<file path="src/rtl/uie_pkg.sv">
// constants, field positions and enumerations shared by both endpoint ends
// assumes one clock and byte-wide control/status registers
package uie_pkg;
   typedef logic [7:0] uie_byte_t;

   localparam logic [31:0] ADDR_INDEX   = 32'h44A00178;
   localparam logic [31:0] ADDR_MAX_PKT = 32'h44A00180;
   localparam logic [31:0] ADDR_CSR_A   = 32'h44A00184;
   localparam logic [31:0] ADDR_CSR_B   = 32'h44A00188;

   // in_endpoint_ctrl_status_a fields
   localparam int B_TOG   = 6;
   localparam int B_SSENT = 5;
   localparam int B_SREQ  = 4;
   localparam int B_FLUSH = 3;
   localparam int B_UNDER = 2;
   localparam int B_RDY   = 0;
   // in_endpoint_ctrl_status_b fields
   localparam int B_AUTO   = 7;
   localparam int B_ISO    = 6;
   localparam int B_DIR    = 5;
   localparam int B_DMAOFF = 4;

   localparam uie_byte_t RST_CSR_A   = 8'h00;
   localparam uie_byte_t RST_CSR_B   = 8'h20;
   localparam uie_byte_t RST_MAX_PKT = 8'h01;
   localparam uie_byte_t RST_INDEX   = 8'h00;

   typedef enum logic [1:0] {D_IDLE, D_SEND, D_WAIT, D_FLUSH} uie_dstate_t;
   typedef enum logic {H_INIT, H_RUN} uie_hstate_t;
   typedef enum logic [2:0] {
      CMD_CFG_B, CMD_MAX_PKT, CMD_STALL_ON, CMD_STALL_OFF,
      CMD_FLUSH, CMD_CLR_UNDER, CMD_CLR_SENT
   } uie_cmd_t;
endpackage

</file>
<file path="src/rtl/uie_if.sv">
// processor-side connection between the endpoint logic and the processor agent
// assumes both ends share one clock; reads answer one cycle after rd
interface uie_if;
   logic [31:0] addr;
   logic [7:0]  wdata;
   logic        wr;
   logic        rd;
   logic [7:0]  rdata;
   logic [7:0]  fifo_data;
   logic        fifo_valid;
   logic        fifo_ready;
   logic        irq;

   modport dev (input addr, wdata, wr, rd, fifo_data, fifo_valid,
                output rdata, fifo_ready, irq);
   modport cpu (output addr, wdata, wr, rd, fifo_data, fifo_valid,
                input rdata, fifo_ready, irq);
endinterface

</file>
<file path="src/rtl/uie_fifo.sv">
// endpoint data FIFO with valid/ready on both sides
// assumes one clock; out_data is valid whenever out_valid is high
module uie_fifo #(
   parameter int W     = 8,
   parameter int DEPTH = 8
) (
   input  wire logic         clk,
   input  wire logic         nrst,
   input  wire logic         in_valid,
   input  wire logic [W-1:0] in_data,
   output logic              in_ready,
   output logic              out_valid,
   output logic [W-1:0]      out_data,
   input  wire logic         out_ready
);
   localparam int AW = $clog2(DEPTH);

   logic [W-1:0] mem [DEPTH];
   logic [AW:0]  wp_reg;
   logic [AW:0]  rp_reg;
   wire          push = in_valid && in_ready;
   wire          pop  = out_valid && out_ready;

   assign in_ready  = (wp_reg[AW-1:0] != rp_reg[AW-1:0]) || (wp_reg[AW] == rp_reg[AW]);
   assign out_valid = wp_reg != rp_reg;
   assign out_data  = mem[rp_reg[AW-1:0]];

   always_ff @(posedge clk) begin
      if (push) begin
         mem[wp_reg[AW-1:0]] <= in_data;
      end
   end

   always_ff @(posedge clk or negedge nrst) begin
      if (!nrst) begin
         wp_reg <= '0;
         rp_reg <= '0;
      end else begin
         wp_reg <= wp_reg + (AW+1)'(push);
         rp_reg <= rp_reg + (AW+1)'(pop);
      end
   end
endmodule

</file>
<file path="src/rtl/uie_dev.sv">
// IN endpoint control/status logic with its packet FIFO
// assumes link logic on the same clock: in_token and usb_ack are one-cycle pulses
// How it works
// - toggle_reset holds DATA0; otherwise toggle alternates on bulk deliveries only
// - stall_request answers tokens with STALL, sets flag
// - STALL handshake clears tx_packet_ready
// - processor sets then clears stall_request
// - flush empties packet, clears request, interrupts
// - flush waits for running transmission
// - flush drops only oldest packet, clears ready
// - iso token without ready sets underrun flag
// - underrun sends empty packet, drops next packet
// - processor clears underrun by writing zero
// - processor sets ready; delivery clears it
// - clearing ready raises interrupt
// - ready set blocks FIFO loading
// - ready cannot be set while stalling
// - auto mode sets ready at max size
// - processor sets ready for short packets
// - periodic_mode_select picks isochronous or bulk
// - direction_select picks IN or OUT, resets IN
// - dma_irq_disable_ctl suppresses ready interrupt
// - registers other than the index answer only when endpoint_select matches
// - max packet size register resets to one
module uie_dev #(
   parameter uie_pkg::uie_byte_t EP_NUM = 8'h01,
   parameter int                 DEPTH  = 8
) (
   input  wire logic         clk,
   input  wire logic         nrst,
   uie_if.dev                bus,
   input  wire logic         in_token,
   input  wire logic         usb_ack,
   output logic              tx_valid,
   output uie_pkg::uie_byte_t tx_data,
   output logic              tx_last,
   output logic              tx_zlp,
   output logic              tx_data1,
   output logic              tx_stall,
   output logic              tx_nak
);
   import uie_pkg::*;
   localparam int CW = $clog2(DEPTH) + 1;

   uie_dstate_t state_reg, state_next;
   uie_byte_t   idx_reg, mpkt_reg, rdata_reg;
   logic [7:4]  csrb_reg;
   logic        tog_reg, ssent_reg, sreq_reg, flush_reg, under_reg, rdy_reg;
   logic        drop_reg, dtog_reg, irq_reg;
   logic [CW-1:0] wcnt_reg, plen_reg, cnt_reg, cnt_next;
   logic        pop, deliver, stall_hit, under_hit, nak, zlp, flush_done, flush_unc;
   logic        txv_n, txl_n;
   logic        f_in_ready, f_out_valid;
   uie_byte_t   f_out_data;

   // decode, banked by endpoint_select
   wire hit    = idx_reg == EP_NUM;
   wire wr_idx = bus.wr && bus.addr == ADDR_INDEX;
   wire wr_mx  = bus.wr && bus.addr == ADDR_MAX_PKT && hit;
   wire wr_a   = bus.wr && bus.addr == ADDR_CSR_A && hit;
   wire wr_b   = bus.wr && bus.addr == ADDR_CSR_B && hit;
   wire iso    = csrb_reg[B_ISO];
   wire [7:0] csr_a = {1'b0, tog_reg, ssent_reg, sreq_reg, flush_reg, under_reg,
                       1'b0, rdy_reg};
   wire [7:0] rd_val = (bus.addr == ADDR_INDEX)       ? idx_reg :
                       (!hit)                         ? 8'h00 :
                       (bus.addr == ADDR_MAX_PKT)     ? mpkt_reg :
                       (bus.addr == ADDR_CSR_A)       ? csr_a :
                       (bus.addr == ADDR_CSR_B)       ? {csrb_reg, 4'h0} : 8'h00;

   // loading is shut while a packet waits and while a flush drains the FIFO
   wire load_ok = !rdy_reg && state_reg != D_FLUSH;
   wire push    = bus.fifo_valid && bus.fifo_ready;
   wire [CW-1:0] wcnt_inc = wcnt_reg + CW'(push);
   wire auto_commit = csrb_reg[B_AUTO] && push && 8'(wcnt_inc) == mpkt_reg;
   wire commit = (wr_a && bus.wdata[B_RDY] || auto_commit) && load_ok
                 && !sreq_reg;
   wire rdy_clr = deliver || stall_hit || flush_done;

   assign bus.fifo_ready = f_in_ready && load_ok;
   assign bus.rdata      = rdata_reg;
   assign bus.irq        = irq_reg;

   uie_fifo #(.W(8), .DEPTH(DEPTH)) u_fifo (
      .clk       (clk),
      .nrst      (nrst),
      .in_valid  (bus.fifo_valid && load_ok),
      .in_data   (bus.fifo_data),
      .in_ready  (f_in_ready),
      .out_valid (f_out_valid),
      .out_data  (f_out_data),
      .out_ready (pop)
   );

   always_comb begin
      state_next = state_reg;
      cnt_next   = cnt_reg;
      pop        = 1'b0;
      deliver    = 1'b0;
      stall_hit  = 1'b0;
      under_hit  = 1'b0;
      nak        = 1'b0;
      zlp        = 1'b0;
      flush_done = 1'b0;
      flush_unc  = 1'b0;
      txv_n      = 1'b0;
      txl_n      = 1'b0;
      unique case (state_reg)
         D_IDLE: begin
            // only entered between transactions, so a flush never cuts a packet
            if (flush_reg || (drop_reg && rdy_reg)) begin
               state_next = D_FLUSH;
               cnt_next   = rdy_reg ? plen_reg : wcnt_inc;
               flush_unc  = !rdy_reg;
            end else if (in_token && csrb_reg[B_DIR]) begin
               if (sreq_reg) begin
                  stall_hit = 1'b1;
               end else if (rdy_reg) begin
                  state_next = D_SEND;
                  cnt_next   = plen_reg;
               end else if (iso) begin
                  under_hit = 1'b1;
                  zlp       = 1'b1;
               end else begin
                  nak = 1'b1;
               end
            end
         end
         D_SEND: begin
            if (cnt_reg == '0) begin
               zlp        = 1'b1;
               deliver    = iso;
               state_next = iso ? D_IDLE : D_WAIT;
            end else if (f_out_valid) begin
               pop      = 1'b1;
               txv_n    = 1'b1;
               txl_n    = cnt_reg == CW'(1);
               cnt_next = cnt_reg - CW'(1);
               if (cnt_reg == CW'(1)) begin
                  deliver    = iso;
                  state_next = iso ? D_IDLE : D_WAIT;
               end
            end
         end
         D_WAIT: begin
            // popped bytes are gone: a retry cannot be replayed
            if (usb_ack) begin
               deliver    = 1'b1;
               state_next = D_IDLE;
            end
         end
         D_FLUSH: begin
            if (cnt_reg == '0) begin
               flush_done = 1'b1;
               state_next = D_IDLE;
            end else if (f_out_valid) begin
               pop      = 1'b1;
               cnt_next = cnt_reg - CW'(1);
            end
         end
      endcase
   end

   always_ff @(posedge clk or negedge nrst) begin
      if (!nrst) begin
         state_reg <= D_IDLE;
         cnt_reg   <= '0;
         wcnt_reg  <= '0;
         plen_reg  <= '0;
      end else begin
         state_reg <= state_next;
         cnt_reg   <= cnt_next;
         // a stalled packet turns back into loose bytes, so a later flush still drains it
         wcnt_reg  <= (commit || flush_unc) ? '0 :
                      (stall_hit && rdy_reg) ? plen_reg : wcnt_inc;
         plen_reg  <= commit ? wcnt_inc : plen_reg;
      end
   end

   // software registers; hardware-set flags win over a same-cycle clear
   always_ff @(posedge clk or negedge nrst) begin
      if (!nrst) begin
         idx_reg   <= RST_INDEX;
         mpkt_reg  <= RST_MAX_PKT;
         csrb_reg  <= RST_CSR_B[7:4];
         tog_reg   <= RST_CSR_A[B_TOG];
         sreq_reg  <= RST_CSR_A[B_SREQ];
         ssent_reg <= RST_CSR_A[B_SSENT];
         under_reg <= RST_CSR_A[B_UNDER];
         flush_reg <= RST_CSR_A[B_FLUSH];
         rdy_reg   <= RST_CSR_A[B_RDY];
         drop_reg  <= 1'b0;
      end else begin
         idx_reg   <= wr_idx ? bus.wdata : idx_reg;
         mpkt_reg  <= wr_mx ? bus.wdata : mpkt_reg;
         csrb_reg  <= wr_b ? bus.wdata[7:4] : csrb_reg;
         tog_reg   <= wr_a ? bus.wdata[B_TOG] : tog_reg;
         sreq_reg  <= wr_a ? bus.wdata[B_SREQ] : sreq_reg;
         ssent_reg <= stall_hit || (ssent_reg && !(wr_a && !bus.wdata[B_SSENT]));
         under_reg <= under_hit || (under_reg && !(wr_a && !bus.wdata[B_UNDER]));
         flush_reg <= (wr_a && bus.wdata[B_FLUSH]) || (flush_reg && !flush_done);
         rdy_reg   <= commit || (rdy_reg && !rdy_clr);
         drop_reg  <= under_hit || (drop_reg && !(flush_done && rdy_reg));
      end
   end

   // data toggle, outputs and interrupt
   always_ff @(posedge clk or negedge nrst) begin
      if (!nrst) begin
         dtog_reg  <= 1'b0;
         irq_reg   <= 1'b0;
         rdata_reg <= 8'h00;
         tx_valid  <= 1'b0;
         tx_data   <= 8'h00;
         tx_last   <= 1'b0;
         tx_zlp    <= 1'b0;
         tx_data1  <= 1'b0;
         tx_stall  <= 1'b0;
         tx_nak    <= 1'b0;
      end else begin
         dtog_reg  <= !tog_reg && (dtog_reg ^ (deliver && !iso));
         irq_reg   <= (rdy_clr && rdy_reg && !csrb_reg[B_DMAOFF])
                      || (flush_done && flush_reg);
         rdata_reg <= bus.rd ? rd_val : rdata_reg;
         tx_valid  <= txv_n;
         tx_data   <= txv_n ? f_out_data : tx_data;
         tx_last   <= txl_n;
         tx_zlp    <= zlp;
         tx_data1  <= dtog_reg && !tog_reg;
         tx_stall  <= stall_hit;
         tx_nak    <= nak;
      end
   end
endmodule

</file>
<file path="src/flat_wrapper.sv">
// flat-port wrapper written by rule: the top's interface ports become plain ports
module uie_dev_flat import uie_pkg::*;
#(
   parameter uie_pkg::uie_byte_t EP_NUM = 8'h01,
   parameter int                 DEPTH  = 8
)
  (clk, nrst, in_token, usb_ack, tx_valid, tx_data, tx_last, tx_zlp, tx_data1, tx_stall, tx_nak, bus_addr, bus_wdata, bus_wr, bus_rd, bus_fifo_data, bus_fifo_valid, bus_rdata, bus_fifo_ready, bus_irq);
  uie_if bus_i ();
  input  wire logic clk;
  input  wire logic nrst;
  input  wire logic in_token;
  input  wire logic usb_ack;
  output logic tx_valid;
  output uie_pkg::uie_byte_t tx_data;
  output logic tx_last;
  output logic tx_zlp;
  output logic tx_data1;
  output logic tx_stall;
  output logic tx_nak;
  input wire logic [$bits(bus_i.addr)-1:0] bus_addr;
  input wire logic [$bits(bus_i.wdata)-1:0] bus_wdata;
  input wire logic [$bits(bus_i.wr)-1:0] bus_wr;
  input wire logic [$bits(bus_i.rd)-1:0] bus_rd;
  input wire logic [$bits(bus_i.fifo_data)-1:0] bus_fifo_data;
  input wire logic [$bits(bus_i.fifo_valid)-1:0] bus_fifo_valid;
  output wire logic [$bits(bus_i.rdata)-1:0] bus_rdata;
  output wire logic [$bits(bus_i.fifo_ready)-1:0] bus_fifo_ready;
  output wire logic [$bits(bus_i.irq)-1:0] bus_irq;
  assign bus_i.addr = bus_addr;
  assign bus_i.wdata = bus_wdata;
  assign bus_i.wr = bus_wr;
  assign bus_i.rd = bus_rd;
  assign bus_i.fifo_data = bus_fifo_data;
  assign bus_i.fifo_valid = bus_fifo_valid;
  assign bus_rdata = bus_i.rdata;
  assign bus_fifo_ready = bus_i.fifo_ready;
  assign bus_irq = bus_i.irq;
  uie_dev #(.EP_NUM(EP_NUM), .DEPTH(DEPTH)) u_core (.clk(clk), .nrst(nrst), .bus(bus_i), .in_token(in_token), .usb_ack(usb_ack), .tx_valid(tx_valid), .tx_data(tx_data), .tx_last(tx_last), .tx_zlp(tx_zlp), .tx_data1(tx_data1), .tx_stall(tx_stall), .tx_nak(tx_nak));
endmodule
</file>
<file path="config.mk">
export PLATFORM = sky130hd
export DESIGN_NAME = uie_dev_flat
export DESIGN_NICKNAME = d
export VERILOG_FILES = /design/src/rtl/uie_pkg.sv /design/src/rtl/uie_if.sv /design/src/rtl/uie_fifo.sv /design/src/rtl/uie_dev.sv /design/src/flat_wrapper.sv
export SDC_FILE = /design/constraint.sdc
export NUM_CORES = 1
export LEC_CHECK = 0
export BUFFER_PORTS_ARGS = -buffer_cell sky130_fd_sc_hd__buf_4
export CAP_MARGIN = 20
export CORE_MARGIN = 1
export CORE_UTILIZATION = 45
export DETAILED_ROUTE_END_ITERATION = 12
export GPL_ROUTABILITY_DRIVEN = 1
export SLEW_MARGIN = 20
export SYNTH_ARGS = -nofsm -noshare
export SYNTH_HDL_FRONTEND = slang
export SYNTH_SLANG_ARGS = --single-unit
</file>
<file path="constraint.sdc">
create_clock -name clk -period 9.7 [get_ports clk]
set_clock_uncertainty 0.2 [all_clocks]
set_input_delay 0.485 -clock clk [delete_from_list [all_inputs] [get_ports clk]]
set_output_delay 0.485 -clock clk [all_outputs]
set_load 0.02 [all_outputs]
</file>
==> results by group <==
Place
  • Port bufs: 78
  • Hpwl dp: 9430 um
  • GP Congestion: 0.814

Detailed routing
  • Routed WL: 13300 um
  • Initial DRC Count: 217
  • DRT antenna net count: 0
  • Per-cell routed wire length: 18.8 um
  • # DRC: 0
  • DR vias/cell: 5.46
  • Vias: 3877
  • DR pass1 iterations: 4

Die
  • Rows: 42
  • # IOs: 79
  • Core Area: 0.0132 mm^2
  • Die Height: 119 um
  • Die Wd: 119 um
  • Initial Util: 0.461
  • Die ar.: 0.0140 mm^2

Global route
  • Total gr overflow: 0
  • Number of global-route vias before repair: 4099
  • GRT Overall Usage: 0.209
  • Pin count of the biggest net entering global routing: 74
  • First-pass GRT wire length: 21700 um
  • Initial antenna violation count: 0

Critical path
  • Reg2reg end: u_core.plen_reg[1]
  • Startpoint Class: flop
  • Reg2Reg Depth: 10
  • Crit path cell chain: xor2_1 -> nor4_1 -> nor4b_2 -> ha_1 -> ha_1 -> xnor2_1 -> nand3_1 -> nor3_1 -> a41oi_2 -> mux2_2
  • Worst r2r src: u_core.u_fifo.rp_reg[1]
  • WP data arrival: 3.81 ns
  • Slowest-stage cell, CP: dfrtp_1
  • Setup CP Type: flop to flop
  • Crit path buffers/inverters: 0
  • Delay-heaviest family, CP: simple AND/OR/NAND/NOR gates
  • Required @ worst endpoint: 9.80 ns
  • Critical path capture point type: flop
  • R2r setup slk: 5.99 ns
  • Crit path top cell by count: ha_1
  • Largest fanout on the critical path: 19
  • Max incr delay on CP: 0.87 ns

Clock network
  • Setup bufs post-CTS: 0
  • Hold Buf Count CTS: 0
  • Skew-Pair Late Insertion Delay: 0.42 ns
  • Clock root cell: clkbuf_16
  • Clock Sinks: 137
  • Clk slew on worst S/H paths: 0.06 ns
  • CTS H-tree lvls: 4
  • Longest Clk Path Bufs: 2
  • Resized cells post-CTS: 0
  • CTS tree: done
  • CTS buffer count: 17

Logic synthesis
  • Netlist Area Pre-Place: 0.00611 mm^2
  • Synth Register Bits: 137
  • YS warnings: 0
  • Cells after Synth: 437
  • Post-synth EDFFs: 64
  • Asr flop ratio synth: 0.533
  • Sequential share of the synthesized area: 0.614
  • Netlist cell types: 56
  • Mapped Nets: 504
  • Syn_area_per_cell: 14.0 um^2
  • Primary FF master, synth: dfrtp_1

Timing
  • RSZ-0062 raised after global routing: false
  • Period utilisation layout: 0.383
  • Max Slew Vio Count: 0
  • Max-slew headroom: 0.359
  • Post-route setup TNS: 0 ns
  • Hold Vio Cnt, Final: 0
  • Fmax: 269 MHz
  • Final setup vio count: 0
  • Fin crit period: 3.71 ns
  • Worst-Margin Slew: 0.961 ns

Final layout
  • Finished Core Util: 0.566
  • Commonest non-fill, non-tap cell in the layout: buf_4
  • Nets: 588
  • ANT cells: 0
  • Most frequent cells in the layout: buf_4, dfrtp_1, edfxtp_1, nor2_1, mux2_2
  • Largest register FFs: 64
  • Share of cells above drive strength 1: 0.318
  • Area growth syn-to-layout: 22.7%
  • Number of fillers in the final layout: 1072

Run
  • Max-Cap Viols: 0

Power
  • Leakage Power: 3.08 nW
  • Pwr dens: 205 mW/mm^2
  • Peak VDD IR: 207 uV
  • Power consumption: 1.54 mW

Min path
  • Min-delay worst type: input port to async pin

Status
  • Status: completed
## report_power, final
part	switching, mW	internal [mW]
Clock	0.246	0.422
Combinational	0.0959	0.0745
Sequential	0.0304	0.669
Total	0.373	1.17
## cell families (layout without fill, tap and decap cells)
logic type,Yosys count,in the layout,share of synthesized area
muxes,59,59,0.135
and+or+nand+nor,124,124,0.118
DFF,137,137,0.614
adders and majority gates,12,12,0.0246
xor gates and xnor gates,15,15,0.0215
buffers and inverters,28,125,0.0203
AOI/OAI and AO/OA,62,62,0.0668
## worst max-delay path by stage
stage | from | end | slack [ns] | depth (start not counted)
after floorplan | u_core.u_fifo.rp_reg[0] | u_core.plen_reg[0] | 6.61 | 11
after global placement | u_core.u_fifo.rp_reg[0] | u_core.plen_reg[0] | 5.77 | 10
after detailed placement | u_core.u_fifo.rp_reg[0] | u_core.plen_reg[1] | 5.67 | 10
after CTS | u_core.u_fifo.rp_reg[0] | u_core.plen_reg[1] | 5.64 | 10
after global routing | u_core.u_fifo.rp_reg[1] | u_core.plen_reg[1] | 5.62 | 9
final | u_core.u_fifo.rp_reg[1] | u_core.plen_reg[1] | 5.99 | 10
## metrics by stage
step | worst slack (ns) | hold slack [ns] | area [um^2] | cells
4_1_cts | 5.64 | 0.0480 | 7480 | 710
2_1_floorplan | 6.61 | -0.0106 | 6110 | 437
5_1_grt | 5.62 | 0.103 | 7490 | 710
3_3_place_gp | 5.77 | 0.271 | 6860 | 678
6_report | 5.99 | 0.0132 | 7490 | 710
3_5_place_dp | 5.67 | 0.273 | 6860 | 678
## cell type report
class,instances,area (um^2),share of cell area
clock buffer,20,457,0.0609
inverter,12,45.0,0.00601
tap,176,220,0.0294
sequential,137,3750,0.501
clock inverter,12,163,0.0217
timing repair buffer,81,608,0.0811
multi-input combinational,272,2250,0.300
## routing by layer
metal / global-route usage / part of all wire / vias up
li1: - / - / 1835
met1: 0.257 / 0.43 / 1928
met2: 0.348 / 0.50 / 90
met3: 0.0478 / 0.042 / 24
met4: 0.0997 / 0.029 / 0
met5: 0 / 0 / -
## synth_stat cells, types with 7 or more instances
cell      number  area, um^2
nor3_1         8        40.0
buf_2          9        45.0
o21ai_0       15        75.1
nand2_1       17        63.8
xor2_1         7        61.3
nor2_1        31         116
nand3_1        9        45.0
a22oi_1        8        60.1
nor4b_1        7        61.3
edfxtp_1      64        1920
a21oi_1       17        85.1
mux2_2        28         315
ha_1          12         150
mux2i_1       15         150
nor3b_1       10        75.1
mux4_2        16         360
dfrtp_1       71        1780
inv_1         12        45.0
xnor2_1        8        70.1
No activity file was read; power rests on OpenSTA's default activity.
